## config.mk

```make
export PLATFORM = sky130hd
export DESIGN_NAME = alu_datapath
export DESIGN_NICKNAME = d
export VERILOG_FILES = /design/src/alu_datapath.v /design/src/alu_iomem.v
export VERILOG_INCLUDE_DIRS = /design/src
export SDC_FILE = /design/constraint.sdc
export NUM_CORES = 1
export LEC_CHECK = 0
export BUFFER_PORTS_ARGS = -buffer_cell sky130_fd_sc_hd__buf_2
export CAP_MARGIN = 20
export CORE_MARGIN = 8
export CORE_UTILIZATION = 45
export CTS_CLUSTER_SIZE = 25
export DETAILED_ROUTE_END_ITERATION = 8
export PLACE_DENSITY = 0.73
export SLEW_MARGIN = 25
export SYNTH_ARGS = -nofsm -noshare
export SYNTH_HDL_FRONTEND = slang
export SYNTH_HIERARCHICAL = 1
export SYNTH_SLANG_ARGS = --single-unit
```

## constraint.sdc

```tcl
create_clock -name clk -period 3.3 [get_ports clk]
set_input_delay 0.495 -clock clk [delete_from_list [all_inputs] [get_ports clk]]
set_output_delay 0.495 -clock clk [all_outputs]
set_load 0.01 [all_outputs]
```

## src/alu_regs.vh

```
// Constants of the arithmetic and logic datapath
`ifndef ALU_REGS_VH
`define ALU_REGS_VH

// ===========================================
// Operation codes
`define ALU_OP_ADD    4'h0
`define ALU_OP_ADC    4'h1
`define ALU_OP_WADD   4'h2
`define ALU_OP_SUB    4'h3
`define ALU_OP_SUBK   4'h4
`define ALU_OP_SBB    4'h5
`define ALU_OP_SBBK   4'h6
`define ALU_OP_WSUB   4'h7
`define ALU_OP_AND    4'h8
`define ALU_OP_ANDK   4'h9
`define ALU_OP_OR     4'ha
`define ALU_OP_ORK    4'hb
`define ALU_OP_TEST   4'hc
`define ALU_OP_IOCLR  4'hd
`define ALU_OP_IOSET  4'he

// ===========================================
// Status register bit positions
`define ALU_FLAG_C    0
`define ALU_FLAG_Z    1
`define ALU_FLAG_N    2
`define ALU_FLAG_V    3
`define ALU_FLAG_S    4
`define ALU_FLAG_H    5

// ===========================================
// Register port map and reset values
`define ALU_IO_FIRST  6'h00
`define ALU_IO_LAST   6'h1f
`define ALU_SREG_ADDR 6'h3f
`define ALU_SREG_RST  8'h00

// ===========================================
// Operation lengths in clocks
`define ALU_BYTE_CLKS 2'd1
`define ALU_WORD_CLKS 2'd2
`define ALU_RMW_CLKS  2'd2

`endif

```

## src/alu_datapath.v

```verilog
// Arithmetic and logic datapath with status flags and I/O bit access
`timescale 1ns/100ps
`include "alu_regs.vh"
module alu_datapath
(
	// Clock and reset
	input  wire       clk,
	input  wire       nrst,
	// Operation request
	input  wire       op_valid,
	input  wire [3:0] op_code,
	input  wire [7:0] op_dst,
	input  wire [7:0] op_hi,
	input  wire [7:0] op_src,
	input  wire [7:0] op_const,
	input  wire [5:0] op_io_addr,
	input  wire [2:0] op_io_bit,
	// Operation result
	output reg        res_valid_q,
	output reg  [7:0] res_lo_q,
	output reg  [7:0] res_hi_q,
	output reg        res_word_q,
	output reg        op_err_q,
	output reg        busy_q,
	output reg  [7:0] sreg_q,
	// Register port
	input  wire [5:0] reg_addr,
	input  wire [7:0] reg_wdata,
	input  wire       reg_wr,
	input  wire       reg_rd,
	output wire [7:0] reg_rdata
);

localparam SEL_ZERO = 2'd0;
localparam SEL_MEM  = 2'd1;
localparam SEL_SREG = 2'd2;

reg  [1:0] cnt_q;
reg  [3:0] op_q;
reg  [7:0] lo_q;
reg  [7:0] hi_q;
reg        cy_q;
reg  [4:0] io_addr_q;
reg  [2:0] io_bit_q;
reg  [1:0] rsel_q;
reg  [7:0] sreg_rd_q;
reg  [7:0] r_d;
reg  [7:0] f_d;
reg  [7:0] b_op;
reg        cin;
reg  [8:0] sum9;
reg  [8:0] dif9;
reg  [8:0] wlo9;
reg  [7:0] whi;
reg [15:0] wres;
reg  [7:0] wf_d;
reg  [7:0] rmw_d;
wire       start;
wire       io_ok;
wire       is_io;
wire       is_word;
wire [7:0] mem_a;
wire [7:0] mem_b;
wire       mem_we;
wire [4:0] mem_waddr;
wire [7:0] mem_wdata;
wire       bus_io;
wire       rmw_step;

assign start   = op_valid && !busy_q;
assign is_io   = (op_code == `ALU_OP_IOCLR) || (op_code == `ALU_OP_IOSET);
assign is_word = (op_code == `ALU_OP_WADD) || (op_code == `ALU_OP_WSUB);
assign io_ok   = (op_io_addr <= `ALU_IO_LAST);
assign bus_io  = (reg_addr <= `ALU_IO_LAST);

// ===========================================
// Byte operations
always @*
begin
	b_op = op_src;
	if ((op_code == `ALU_OP_SUBK) || (op_code == `ALU_OP_SBBK) ||
		(op_code == `ALU_OP_ANDK) || (op_code == `ALU_OP_ORK))
	begin
		b_op = op_const;
	end
	cin = 1'b0;
	if ((op_code == `ALU_OP_ADC) || (op_code == `ALU_OP_SBB) ||
		(op_code == `ALU_OP_SBBK))
	begin
		cin = sreg_q[`ALU_FLAG_C];
	end
	sum9 = {1'b0, op_dst} + {1'b0, b_op} + {8'h00, cin};
	dif9 = {1'b0, op_dst} - {1'b0, b_op} - {8'h00, cin};
	r_d = op_dst;
	f_d = sreg_q;
	case (op_code)
		`ALU_OP_ADD, `ALU_OP_ADC:
		begin
			r_d = sum9[7:0];
			f_d[`ALU_FLAG_H] = (op_dst[3] & b_op[3]) | (b_op[3] & ~r_d[3]) |
				(~r_d[3] & op_dst[3]);
			f_d[`ALU_FLAG_V] = (op_dst[7] & b_op[7] & ~r_d[7]) |
				(~op_dst[7] & ~b_op[7] & r_d[7]);
			f_d[`ALU_FLAG_C] = sum9[8];
			f_d[`ALU_FLAG_N] = r_d[7];
			f_d[`ALU_FLAG_Z] = (r_d == 8'h00);
		end
		`ALU_OP_SUB, `ALU_OP_SUBK, `ALU_OP_SBB, `ALU_OP_SBBK:
		begin
			r_d = dif9[7:0];
			f_d[`ALU_FLAG_H] = (~op_dst[3] & b_op[3]) | (b_op[3] & r_d[3]) |
				(r_d[3] & ~op_dst[3]);
			f_d[`ALU_FLAG_V] = (op_dst[7] & ~b_op[7] & ~r_d[7]) |
				(~op_dst[7] & b_op[7] & r_d[7]);
			f_d[`ALU_FLAG_C] = dif9[8];
			f_d[`ALU_FLAG_N] = r_d[7];
			f_d[`ALU_FLAG_Z] = (r_d == 8'h00);
		end
		`ALU_OP_AND, `ALU_OP_ANDK, `ALU_OP_TEST:
		begin
			r_d = op_dst & b_op;
			if (op_code == `ALU_OP_TEST)
			begin
				r_d = op_dst;
			end
			f_d[`ALU_FLAG_V] = 1'b0;
			f_d[`ALU_FLAG_N] = r_d[7];
			f_d[`ALU_FLAG_Z] = (r_d == 8'h00);
		end
		`ALU_OP_OR, `ALU_OP_ORK:
		begin
			r_d = op_dst | b_op;
			f_d[`ALU_FLAG_V] = 1'b0;
			f_d[`ALU_FLAG_N] = r_d[7];
			f_d[`ALU_FLAG_Z] = (r_d == 8'h00);
		end
		default:
		begin
			r_d = op_dst;
		end
	endcase
end

// ===========================================
// Word operations, low byte on the first clock, high byte on the second
always @*
begin
	if (op_code == `ALU_OP_WADD)
	begin
		wlo9 = {1'b0, op_dst} + {1'b0, op_const};
	end
	else
	begin
		wlo9 = {1'b0, op_dst} - {1'b0, op_const};
	end
	if (op_q == `ALU_OP_WADD)
	begin
		whi = hi_q + {7'h00, cy_q};
	end
	else
	begin
		whi = hi_q - {7'h00, cy_q};
	end
	wres = {whi, lo_q};
	wf_d = sreg_q;
	wf_d[`ALU_FLAG_N] = wres[15];
	wf_d[`ALU_FLAG_Z] = (wres == 16'h0000);
	if (op_q == `ALU_OP_WADD)
	begin
		wf_d[`ALU_FLAG_V] = ~hi_q[7] & wres[15];
		wf_d[`ALU_FLAG_C] = ~wres[15] & hi_q[7];
	end
	else
	begin
		wf_d[`ALU_FLAG_V] = hi_q[7] & ~wres[15];
		wf_d[`ALU_FLAG_C] = wres[15] & ~hi_q[7];
	end
	wf_d[`ALU_FLAG_S] = wf_d[`ALU_FLAG_N] ^ wf_d[`ALU_FLAG_V];
end

// ===========================================
// I/O read-modify-write data
always @*
begin
	rmw_d = mem_b;
	rmw_d[io_bit_q] = (op_q == `ALU_OP_IOSET);
end

assign rmw_step  = (op_q == `ALU_OP_IOCLR) || (op_q == `ALU_OP_IOSET);
assign mem_we    = (busy_q && rmw_step) || (reg_wr && bus_io);
assign mem_waddr = (busy_q && rmw_step) ? io_addr_q : reg_addr[4:0];
assign mem_wdata = (busy_q && rmw_step) ? rmw_d : reg_wdata;

alu_iomem
#(
	.AW (5),
	.DW (8)
)
u_iomem
(
	.clk       (clk),
	.nrst      (nrst),
	.we        (mem_we),
	.waddr     (mem_waddr),
	.wdata     (mem_wdata),
	.ra_addr   (reg_addr[4:0]),
	.ra_data_q (mem_a),
	.rb_addr   (op_io_addr[4:0]),
	.rb_data_q (mem_b)
);

// ===========================================
// Sequencing and results
always @(posedge clk or negedge nrst)
begin
	if (!nrst)
	begin
		busy_q      <= 1'b0;
		cnt_q       <= 2'd0;
		op_q        <= `ALU_OP_ADD;
		lo_q        <= 8'h00;
		hi_q        <= 8'h00;
		cy_q        <= 1'b0;
		io_addr_q   <= 5'h00;
		io_bit_q    <= 3'd0;
		res_valid_q <= 1'b0;
		res_lo_q    <= 8'h00;
		res_hi_q    <= 8'h00;
		res_word_q  <= 1'b0;
		op_err_q    <= 1'b0;
		sreg_q      <= `ALU_SREG_RST;
	end
	else
	begin
		res_valid_q <= 1'b0;
		op_err_q    <= 1'b0;
		if (reg_wr && (reg_addr == `ALU_SREG_ADDR))
		begin
			sreg_q <= reg_wdata;
		end
		if (busy_q)
		begin
			cnt_q <= cnt_q + 2'd1;
			if (rmw_step)
			begin
				if (cnt_q == `ALU_RMW_CLKS - 2'd1)
				begin
					busy_q      <= 1'b0;
					res_valid_q <= 1'b1;
					res_lo_q    <= rmw_d;
					res_word_q  <= 1'b0;
				end
			end
			else if (cnt_q == `ALU_WORD_CLKS - 2'd1)
			begin
				busy_q      <= 1'b0;
				res_valid_q <= 1'b1;
				res_lo_q    <= lo_q;
				res_hi_q    <= whi;
				res_word_q  <= 1'b1;
				sreg_q      <= wf_d;
			end
		end
		else if (start)
		begin
			op_q      <= op_code;
			io_addr_q <= op_io_addr[4:0];
			io_bit_q  <= op_io_bit;
			lo_q      <= wlo9[7:0];
			cy_q      <= wlo9[8];
			hi_q      <= op_hi;
			cnt_q     <= `ALU_BYTE_CLKS;
			if (is_io && !io_ok)
			begin
				op_err_q <= 1'b1;
			end
			else if (is_io || is_word)
			begin
				busy_q <= 1'b1;
			end
			else if (op_code <= `ALU_OP_TEST)
			begin
				res_valid_q <= 1'b1;
				res_lo_q    <= r_d;
				res_word_q  <= 1'b0;
				sreg_q      <= f_d;
			end
			else
			begin
				op_err_q <= 1'b1;
			end
		end
	end
end

// ===========================================
// Register port reads
always @(posedge clk or negedge nrst)
begin
	if (!nrst)
	begin
		rsel_q    <= SEL_ZERO;
		sreg_rd_q <= 8'h00;
	end
	else
	begin
		sreg_rd_q <= sreg_q;
		if (reg_rd && bus_io)
		begin
			rsel_q <= SEL_MEM;
		end
		else if (reg_rd && (reg_addr == `ALU_SREG_ADDR))
		begin
			rsel_q <= SEL_SREG;
		end
		else
		begin
			rsel_q <= SEL_ZERO;
		end
	end
end

assign reg_rdata = (rsel_q == SEL_MEM) ? mem_a :
	((rsel_q == SEL_SREG) ? sreg_rd_q : 8'h00);

endmodule

```

## src/alu_iomem.v

```verilog
// Low I/O register space memory with two registered read ports
`timescale 1ns/100ps
module alu_iomem
#(
	parameter AW = 5,
	parameter DW = 8
)
(
	// Clock and reset
	input  wire          clk,
	input  wire          nrst,
	// Write port
	input  wire          we,
	input  wire [AW-1:0] waddr,
	input  wire [DW-1:0] wdata,
	// Read ports
	input  wire [AW-1:0] ra_addr,
	output reg  [DW-1:0] ra_data_q,
	input  wire [AW-1:0] rb_addr,
	output reg  [DW-1:0] rb_data_q
);

reg [DW-1:0] mem [0:(1<<AW)-1];

// ===========================================
// Storage
always @(posedge clk)
begin
	if (we)
	begin
		mem[waddr] <= wdata;
	end
end

// ===========================================
// Registered reads
always @(posedge clk or negedge nrst)
begin
	if (!nrst)
	begin
		ra_data_q <= {DW{1'b0}};
		rb_data_q <= {DW{1'b0}};
	end
	else
	begin
		ra_data_q <= mem[ra_addr];
		rb_data_q <= mem[rb_addr];
	end
end

endmodule

```

==> out/summary.txt, run 1 <==
status -> completed
Flop pwr share -> 0.438
most frequent cells in the layout -> edfxtp_1 (256), mux4_2 (160), buf_4 (148)
max incr delay on CP -> 0.39 ns
TritonCTS clock tree -> built
Worst Reg-to-Reg Cells -> 12
TritonCTS Buffers -> 36
leading cell type in the layout, fill and taps excluded -> edfxtp_1
IO Port Bufs -> 99
DRC violations left -> 0
Critical Path AT -> 3.58 ns
maxcap violations -> 0
Core ar. -> 39,700 um2
worst hold start -> op_hi[5]
CP Depth -> 17
first-pass GRT wire length -> 78,300 um
critical path's slowest cell -> or3_1
final count of hold timing violations -> 0
Mean Syn Cell Area -> 14.6 um2
worst-margin pin slew -> 0.940 ns
clock tree buffer depth -> 3
Area Overhead vs Synth -> 18.7%
reg2reg end -> sreg_q[3]
Nets -> 1,577
Cell Area, Synth -> 18,100 um2
hpwl dp -> 37,200 um
Die Height -> 217 um
fin cells -> 2,010
vias in the first global route -> 12,500
Final Power -> 11.7 mW
clock skew -> 0.0199 ns
Crit Path Max Fanout -> 6
FMAX -> 0.312 GHz
Primary FF master, synth -> edfxtp_1
gr usage total -> 0.218
Cells after Synth -> 1,242
Leakage -> 8.18 nW
die area -> 47,000 um2
Routed WL -> 52,000 um
critical path startpoint -> op_code[2]
Max Slew Vio Count -> 0
total gr overflow -> 0
Netlist cell types -> 69
CP most frequent cell -> a22oi_1
Reg-to-Reg Start -> op_q[3]
CP Class -> in2reg
post-synth net total -> 1,362
CP Capture Type -> flip-flop
crit path cell chain -> buf_2, or2b_1, nor2_2, a21o_4, buf_12, mux2_2, ha_4, inv_1, ha_1, or3_1, nor2_1, a22oi_1, xor2_1, buf_4, a22oi_1, a21o_1, o221ai_1
Max transition margin -> 0.372
WP data required -> 3.68 ns
DR vias/cell -> 6.15
Net Sw Frac -> 0.280
CP startpoint kind -> primary input
Post-synth EDFFs -> 256
final RePlAce weighted congestion -> 0.895
HP Class -> in2reg
Combinational Power Share -> 0.220
Clock Sinks -> 341
Setup-failing EPs final -> 0
Yosys reg bits -> 341
clock-pin slew of the registers on the worst-case setup and hold paths -> 0.06 ns
via count -> 12,400
Die Width -> 217 um
drt first pass iters -> 8
clock network power share -> 0.342
Internal -> 8.43 mW
clk_lat worst skew -> 0.53 ns
flop-to-flop setup slack -> 0.12 ns
Synth top area share -> 0.424
Yosys warning total -> 6
clk root buf -> clkbuf_16
share of layout cells above drive strength 1 -> 0.368
largest net degree at the start of global routing -> 66
wire per inst -> 25.9 um
Initial Utilization -> 0.457
post-synthesis sequential area ratio -> 0.541
antenna-violating nets left -> 0
Sw Pwr -> 3.27 mW
Critical Path Sink -> sreg_q[2]
cell area power density -> 544 nW/um2
CP top delay family -> simple AND/OR/NAND/NOR gates
WP buf/inv -> 4
Inst Count DP -> 1,941
Synth area leaders -> edfxtp_1 (42%), mux4_2 (20%), dfrtp_1 (12%)
dominant cell type by area after synthesis -> edfxtp_1
Worst VDD drop -> 0.000303 V
htree depth -> 2
initial drt markers -> 1,322
Core Rows -> 73
Tcrit/Tclk final -> 0.970
initial antenna violation count -> 3
IO Count -> 100
Filler Cell Count -> 3,160
Tmin final -> 3.20 ns
Synth async-reset ratio -> 0.249
==> flip-flops by register name, indices dropped and copies added (netlist names), 8 cells and up <==
name,cells
sreg_rd_q,8
hi_q,8
res_lo_q,8
res_hi_q,8
lo_q,8
u_iomem/ra_data_q,8
u_iomem/rb_data_q,8
sreg_q,8
u_iomem/mem,256
==> metrics by stage <==
step	hold WS (ns)	TNS [ns]	setup slack, ns	cell area [um2]	utilization
3_5_place_dp	0.396	-5.35	-0.662	20300	0.510
3_3_place_gp	0.392	-4.37	-0.526	20200	0.509
6_report	0.166	0	0.0985	21500	0.542
5_1_grt	0.165	-0.00119	-0.00119	21500	0.542
2_1_floorplan	0.199	-0.851	-0.231	18300	-
4_1_cts	0.157	0	0.0110	21500	0.540
==> repair_timing <==
item	CTS	global route
setup endpoints to repair	5	7
pin swaps	2	4
hold endpoints to repair	30	0
resized for setup	5	13
setup buffers	1	1
hold buffers	1	0
==> cell usage after synthesis, types with 7 or more instances <==
master	instances
dfrtp_1	85
a31oi_1	10
nor2b_1	12
a21oi_1	36
mux2i_1	19
clkbuf_1	30
inv_1	49
edfxtp_1	256
o22ai_1	7
nor2_1	77
nand3_1	10
nor4_1	7
buf_1	23
nor3_1	16
nand2b_1	9
mux4_2	160
nand3b_1	9
o21a_1	8
mux2_2	33
ha_1	49
xor2_1	12
xnor2_1	21
a21o_1	8
o21ai_0	49
fa_1	7
buf_4	15
a22o_1	13
nand2_1	124
==> layer usage <==
metal	wire length [um]	track usage	vias up
li1	-	-	5261
met1	19700	0.281	6278
met2	25200	0.357	714
met3	5420	0.0563	108
met4	1740	0.0717	0
met5	0	0	-
==> worst min path at each step <==
stage | end | slack (ns) | cells past startpoint
after detailed placement | sreg_rd_q[6] | 0.40 | 0
final | hi_q[5] | 0.17 | 3
after global placement | sreg_rd_q[6] | 0.39 | 0
after CTS | hi_q[5] | 0.16 | 3
after floorplan | busy_q | 0.20 | 0
after global routing | io_bit_q[0] | 0.16 | 3
==> power by group through the flow <==
stage	clock network, mW	logic (mW)	registers, mW
2_1_floorplan	0	1.45	5.19
3_3_place_gp	0	2.43	5.19
3_5_place_dp	0	2.48	5.20
4_1_cts	4.04	2.52	5.12
5_1_grt	4.21	2.78	5.15
6_report	4.00	2.58	5.12
==> cells by family (layout without fill, tap and decap cells) <==
logic type	after synthesis	after routing	share of synthesized area
flops	341	341	0.541
simple gates	296	296	0.0759
mux	212	212	0.230
compound gates	176	176	0.0631
buf+inv	125	366	0.0310
fa+ha+maj	58	58	0.0426
xor+xnor	34	34	0.0168
other cells	0	2	0
==> worst register-to-register path: stages (launching register included) <==
cell       delay (ns)
dfrtp_1          0.41
or4b_4           0.56
nand2_1          0.11
inv_1            0.08
ha_1             0.27
a211o_1          0.36
a2111oi_4        0.32
o21bai_2         0.13
xnor2_2          0.17
buf_4            0.16
buf_4            0.13
a21oi_1          0.22
o211ai_1         0.12
==> cell type report <==
| class | count | area (um2) | share of cell area |
|---|---|---|---|
| Antenna cell | 2 | 5.00 | 0.000232 |
| Clock buffer | 44 | 982 | 0.0456 |
| Clock inverter | 20 | 175 | 0.00813 |
| Inverter | 50 | 190 | 0.00883 |
| Multi-Input combinational cell | 776 | 7960 | 0.370 |
| Sequential cell | 341 | 9810 | 0.456 |
| Tap cell | 525 | 657 | 0.0305 |
| Timing Repair Buffer | 252 | 1750 | 0.0812 |
(Power assumes the default switching activity.)
==> run 2, diff against run 1 <==
==> constraint.sdc (replaced) <==
create_clock -name clk -period 4.1 [get_ports clk]
set_input_delay 0.615 -clock clk [delete_from_list [all_inputs] [get_ports clk]]
set_output_delay 0.615 -clock clk [all_outputs]
set_load 0.01 [all_outputs]
==> run 2 against run 1 <==
Via count is 2.7% lower. Critical path type unchanged. Count of clock-buffer cells in the layout is the same. Clock skew shrank 0.0016 ns. Core utilization is 2.2 points lower. Worst hold slack got worse by 0.0026 ns. Wire length fell by 3.5%. Register-to-register slack better by 0.30 ns. Sequential share of layout area is 2.0 points higher. Combinational power fell by 31%. Total power decreased by 22%. Critical endpoint is now sreg_q[3].
==> out/summary.txt, run 2 (synthesis results as in run 1) <==
status -> completed
Crit Path Max Fanout -> 7 (+1)
critical path's slowest cell -> mux2_2
most frequent cells in the layout -> edfxtp_1 (256), mux4_2 (160), nand2_1 (123)
IO Count -> 100 (unchanged)
clock-pin slew of the registers on the worst-case setup and hold paths -> 0.07 ns (about the same)
Leakage -> 7.71 nW (-5.8%)
Nets -> 1,489 (-5.6%)
Util after Layout -> 0.520 (-0.0223)
Filler Cell Count -> 3,197 (+1.2%)
Critical Path AT -> 4.07 ns (+0.49 ns)
WP data required -> 4.48 ns (+0.80 ns)
hold-fix buffers at CTS -> 0 (-1)
CP Class -> in2reg
Post-CTS Setup Repair Bufs -> 0 (-1)
Tmin final -> 3.68 ns
max incr delay on CP -> 0.38 ns (about the same)
crit path cell chain -> buf_2, or2b_1, nor2_1, a21o_1, buf_4, mux2_2, ha_1, inv_1, ha_1, o21a_1, o21ai_0, a22oi_1, xor2_1, mux2i_1, o32a_1, o211ai_1
Worst VDD drop -> 0.000258 V (-15%)
DP Area -> 19,500 um2 (-3.9%)
leading cell type in the layout, fill and taps excluded -> edfxtp_1
DR vias/cell -> 6.27 (+2.0%)
area of the multi-input gates -> 7790 um2 (-2.1%)
IO Port Bufs -> 99 (unchanged)
clock tree buffer depth -> 3 (unchanged)
htree depth -> 2 (unchanged)
maxcap violations -> 0 (unchanged)
via count -> 12,000 (-2.7%)
drt first pass iters -> 5 (-3)
worst-margin pin slew -> 0.981 ns (+0.0415 ns)
largest net degree at the start of global routing -> 58 (-12%)
clock skew -> 0.0184 ns (-0.00158 ns)
DRC violations left -> 0 (unchanged)
CP startpoint kind -> primary input
Setup-failing EPs final -> 0 (unchanged)
Tcrit/Tclk final -> 0.898
TritonCTS Buffers -> 36 (unchanged)
Area Overhead vs Synth -> 13.8%
post-CTS sizing -> 0 (-5)
cell area power density -> 443 nW/um2 (-18%)
max reg flops -> 256 (unchanged)
first-pass GRT wire length -> 75,500 um (-3.6%)
clk root buf -> clkbuf_16
final count of hold timing violations -> 0 (unchanged)
Place WS -> -0.0140 ns (+0.648 ns)
CP Capture Type -> flip-flop
HP Class -> in2async
Reg-to-Reg Start -> op_q[3]
initial drt markers -> 1,422 (+7.6%)
Clock Sinks -> 341 (unchanged)
Die Height -> 217 um (unchanged)
RSZ-0062 raised after global routing -> no
total gr overflow -> 0 (unchanged)
clk_lat worst skew -> 0.53 ns (about the same)
Storage cell area -> 9810 um2 (unchanged)
final RePlAce weighted congestion -> 0.936 (+4.6%)
Worst Reg-to-Reg Cells -> 11 (-1)
vias in the first global route -> 12,200 (-2.6%)
Routed WL -> 50,200 um (-3.5%)
FMAX -> 0.272 GHz
reg2reg end -> sreg_q[0]
fin cells -> 1,918 (-4.6%)
share of layout cells above drive strength 1 -> 0.313 (-0.0550)
Setup Total Neg Slack -> 0 ns (unchanged)
hpwl dp -> 35,500 um (-4.4%)
antenna-violating nets left -> 0 (unchanged)
WP buf/inv -> 3 (-1)
largest register by flop count -> u_iomem/mem
die area -> 47,000 um2 (unchanged)
initial antenna violation count -> 3 (unchanged)
post-route cell area -> 20,700 um2 (-4.1%)
setup ws final -> 0.419 ns (+0.320 ns)
wire per inst -> 26.2 um (+1.1%)
Max Slew Vio Count -> 0 (unchanged)
flop-to-flop setup slack -> 0.42 ns (+0.30 ns)
Max transition margin -> 0.346 (-0.0261)
Inst Count DP -> 1,856 (-4.4%)
TritonCTS clock tree -> built
CP top delay family -> compound AO/OA/AOI/OAI gates
Core ar. -> 39,700 um2 (unchanged)
gr usage total -> 0.209 (-0.00884)
Core Rows -> 73 (unchanged)
CP most frequent cell -> ha_1
Die Width -> 217 um (unchanged)
Initial Utilization -> 0.457 (unchanged)
[run 2: metrics by stage]
step	power, mW	hold WS [ns]
finish	9.15	0.163
global route	9.49	0.220
CTS	9.16	0.188
detailed placement	5.94	0.422
global placement	5.91	0.422
floorplan	5.32	0.319
[run 2: area by class of cell]
type | count | area share
diodes | 1 | 0.000121
multi-input cells | 776 | 0.377
well taps | 525 | 0.0318
inverters | 50 | 0.00921
clock buffers | 44 | 0.0465
repair buffers | 164 | 0.0498
flip-flops and latches | 341 | 0.475
clock inverters | 17 | 0.00982
[run 2: how the worst max path moves through the flow]
| stage | start | depth (start not counted) | slack (ns) | to |
|---|---|---|---|---|
| floorplan | op_code[1] | 15 | 0.25 | sreg_q[1] |
| global placement | op_code[2] | 18 | 0.1 | sreg_q[1] |
| detailed placement | op_code[2] | 16 | -0.01 | sreg_q[3] |
| CTS | op_q[3] | 11 | 0.47 | sreg_q[0] |
| global route | op_q[3] | 11 | 0.17 | sreg_q[0] |
| finish | op_code[2] | 16 | 0.42 | sreg_q[3] |
[run 2: worst register-to-register path, cell delays in order (launching register included)]
cell and delay (ns):
dfrtp_1 0.44, or4b_1 0.57, nand2_1 0.17, inv_1 0.16
ha_1 0.30, a211o_1 0.33, a2111oi_0 0.40, o21bai_1 0.19
xnor2_2 0.42, nor3_1 0.10, nor3_1 0.37, a211oi_1 0.10
[run 2: per-layer routing]
metal / vias up / routed length (um) / part of all wire / global-route usage
met3: 112 / 4810 / 0.096 / 0.0408
met4: 4 / 1490 / 0.030 / 0.0679
met1: 6120 / 19200 / 0.38 / 0.274
li1: 5079 / - / - / -
met5: - / 27 / 0.00054 / 0
met2: 717 / 24600 / 0.49 / 0.349
[run 2: power breakdown]
part / switching [mW] / total [mW] / internal (mW)
clock network: 1.31 / 3.24 / 1.92
registers: 0.190 / 4.15 / 3.96
logic: 1.03 / 1.77 / 0.737
total: 2.54 / 9.15 / 6.62
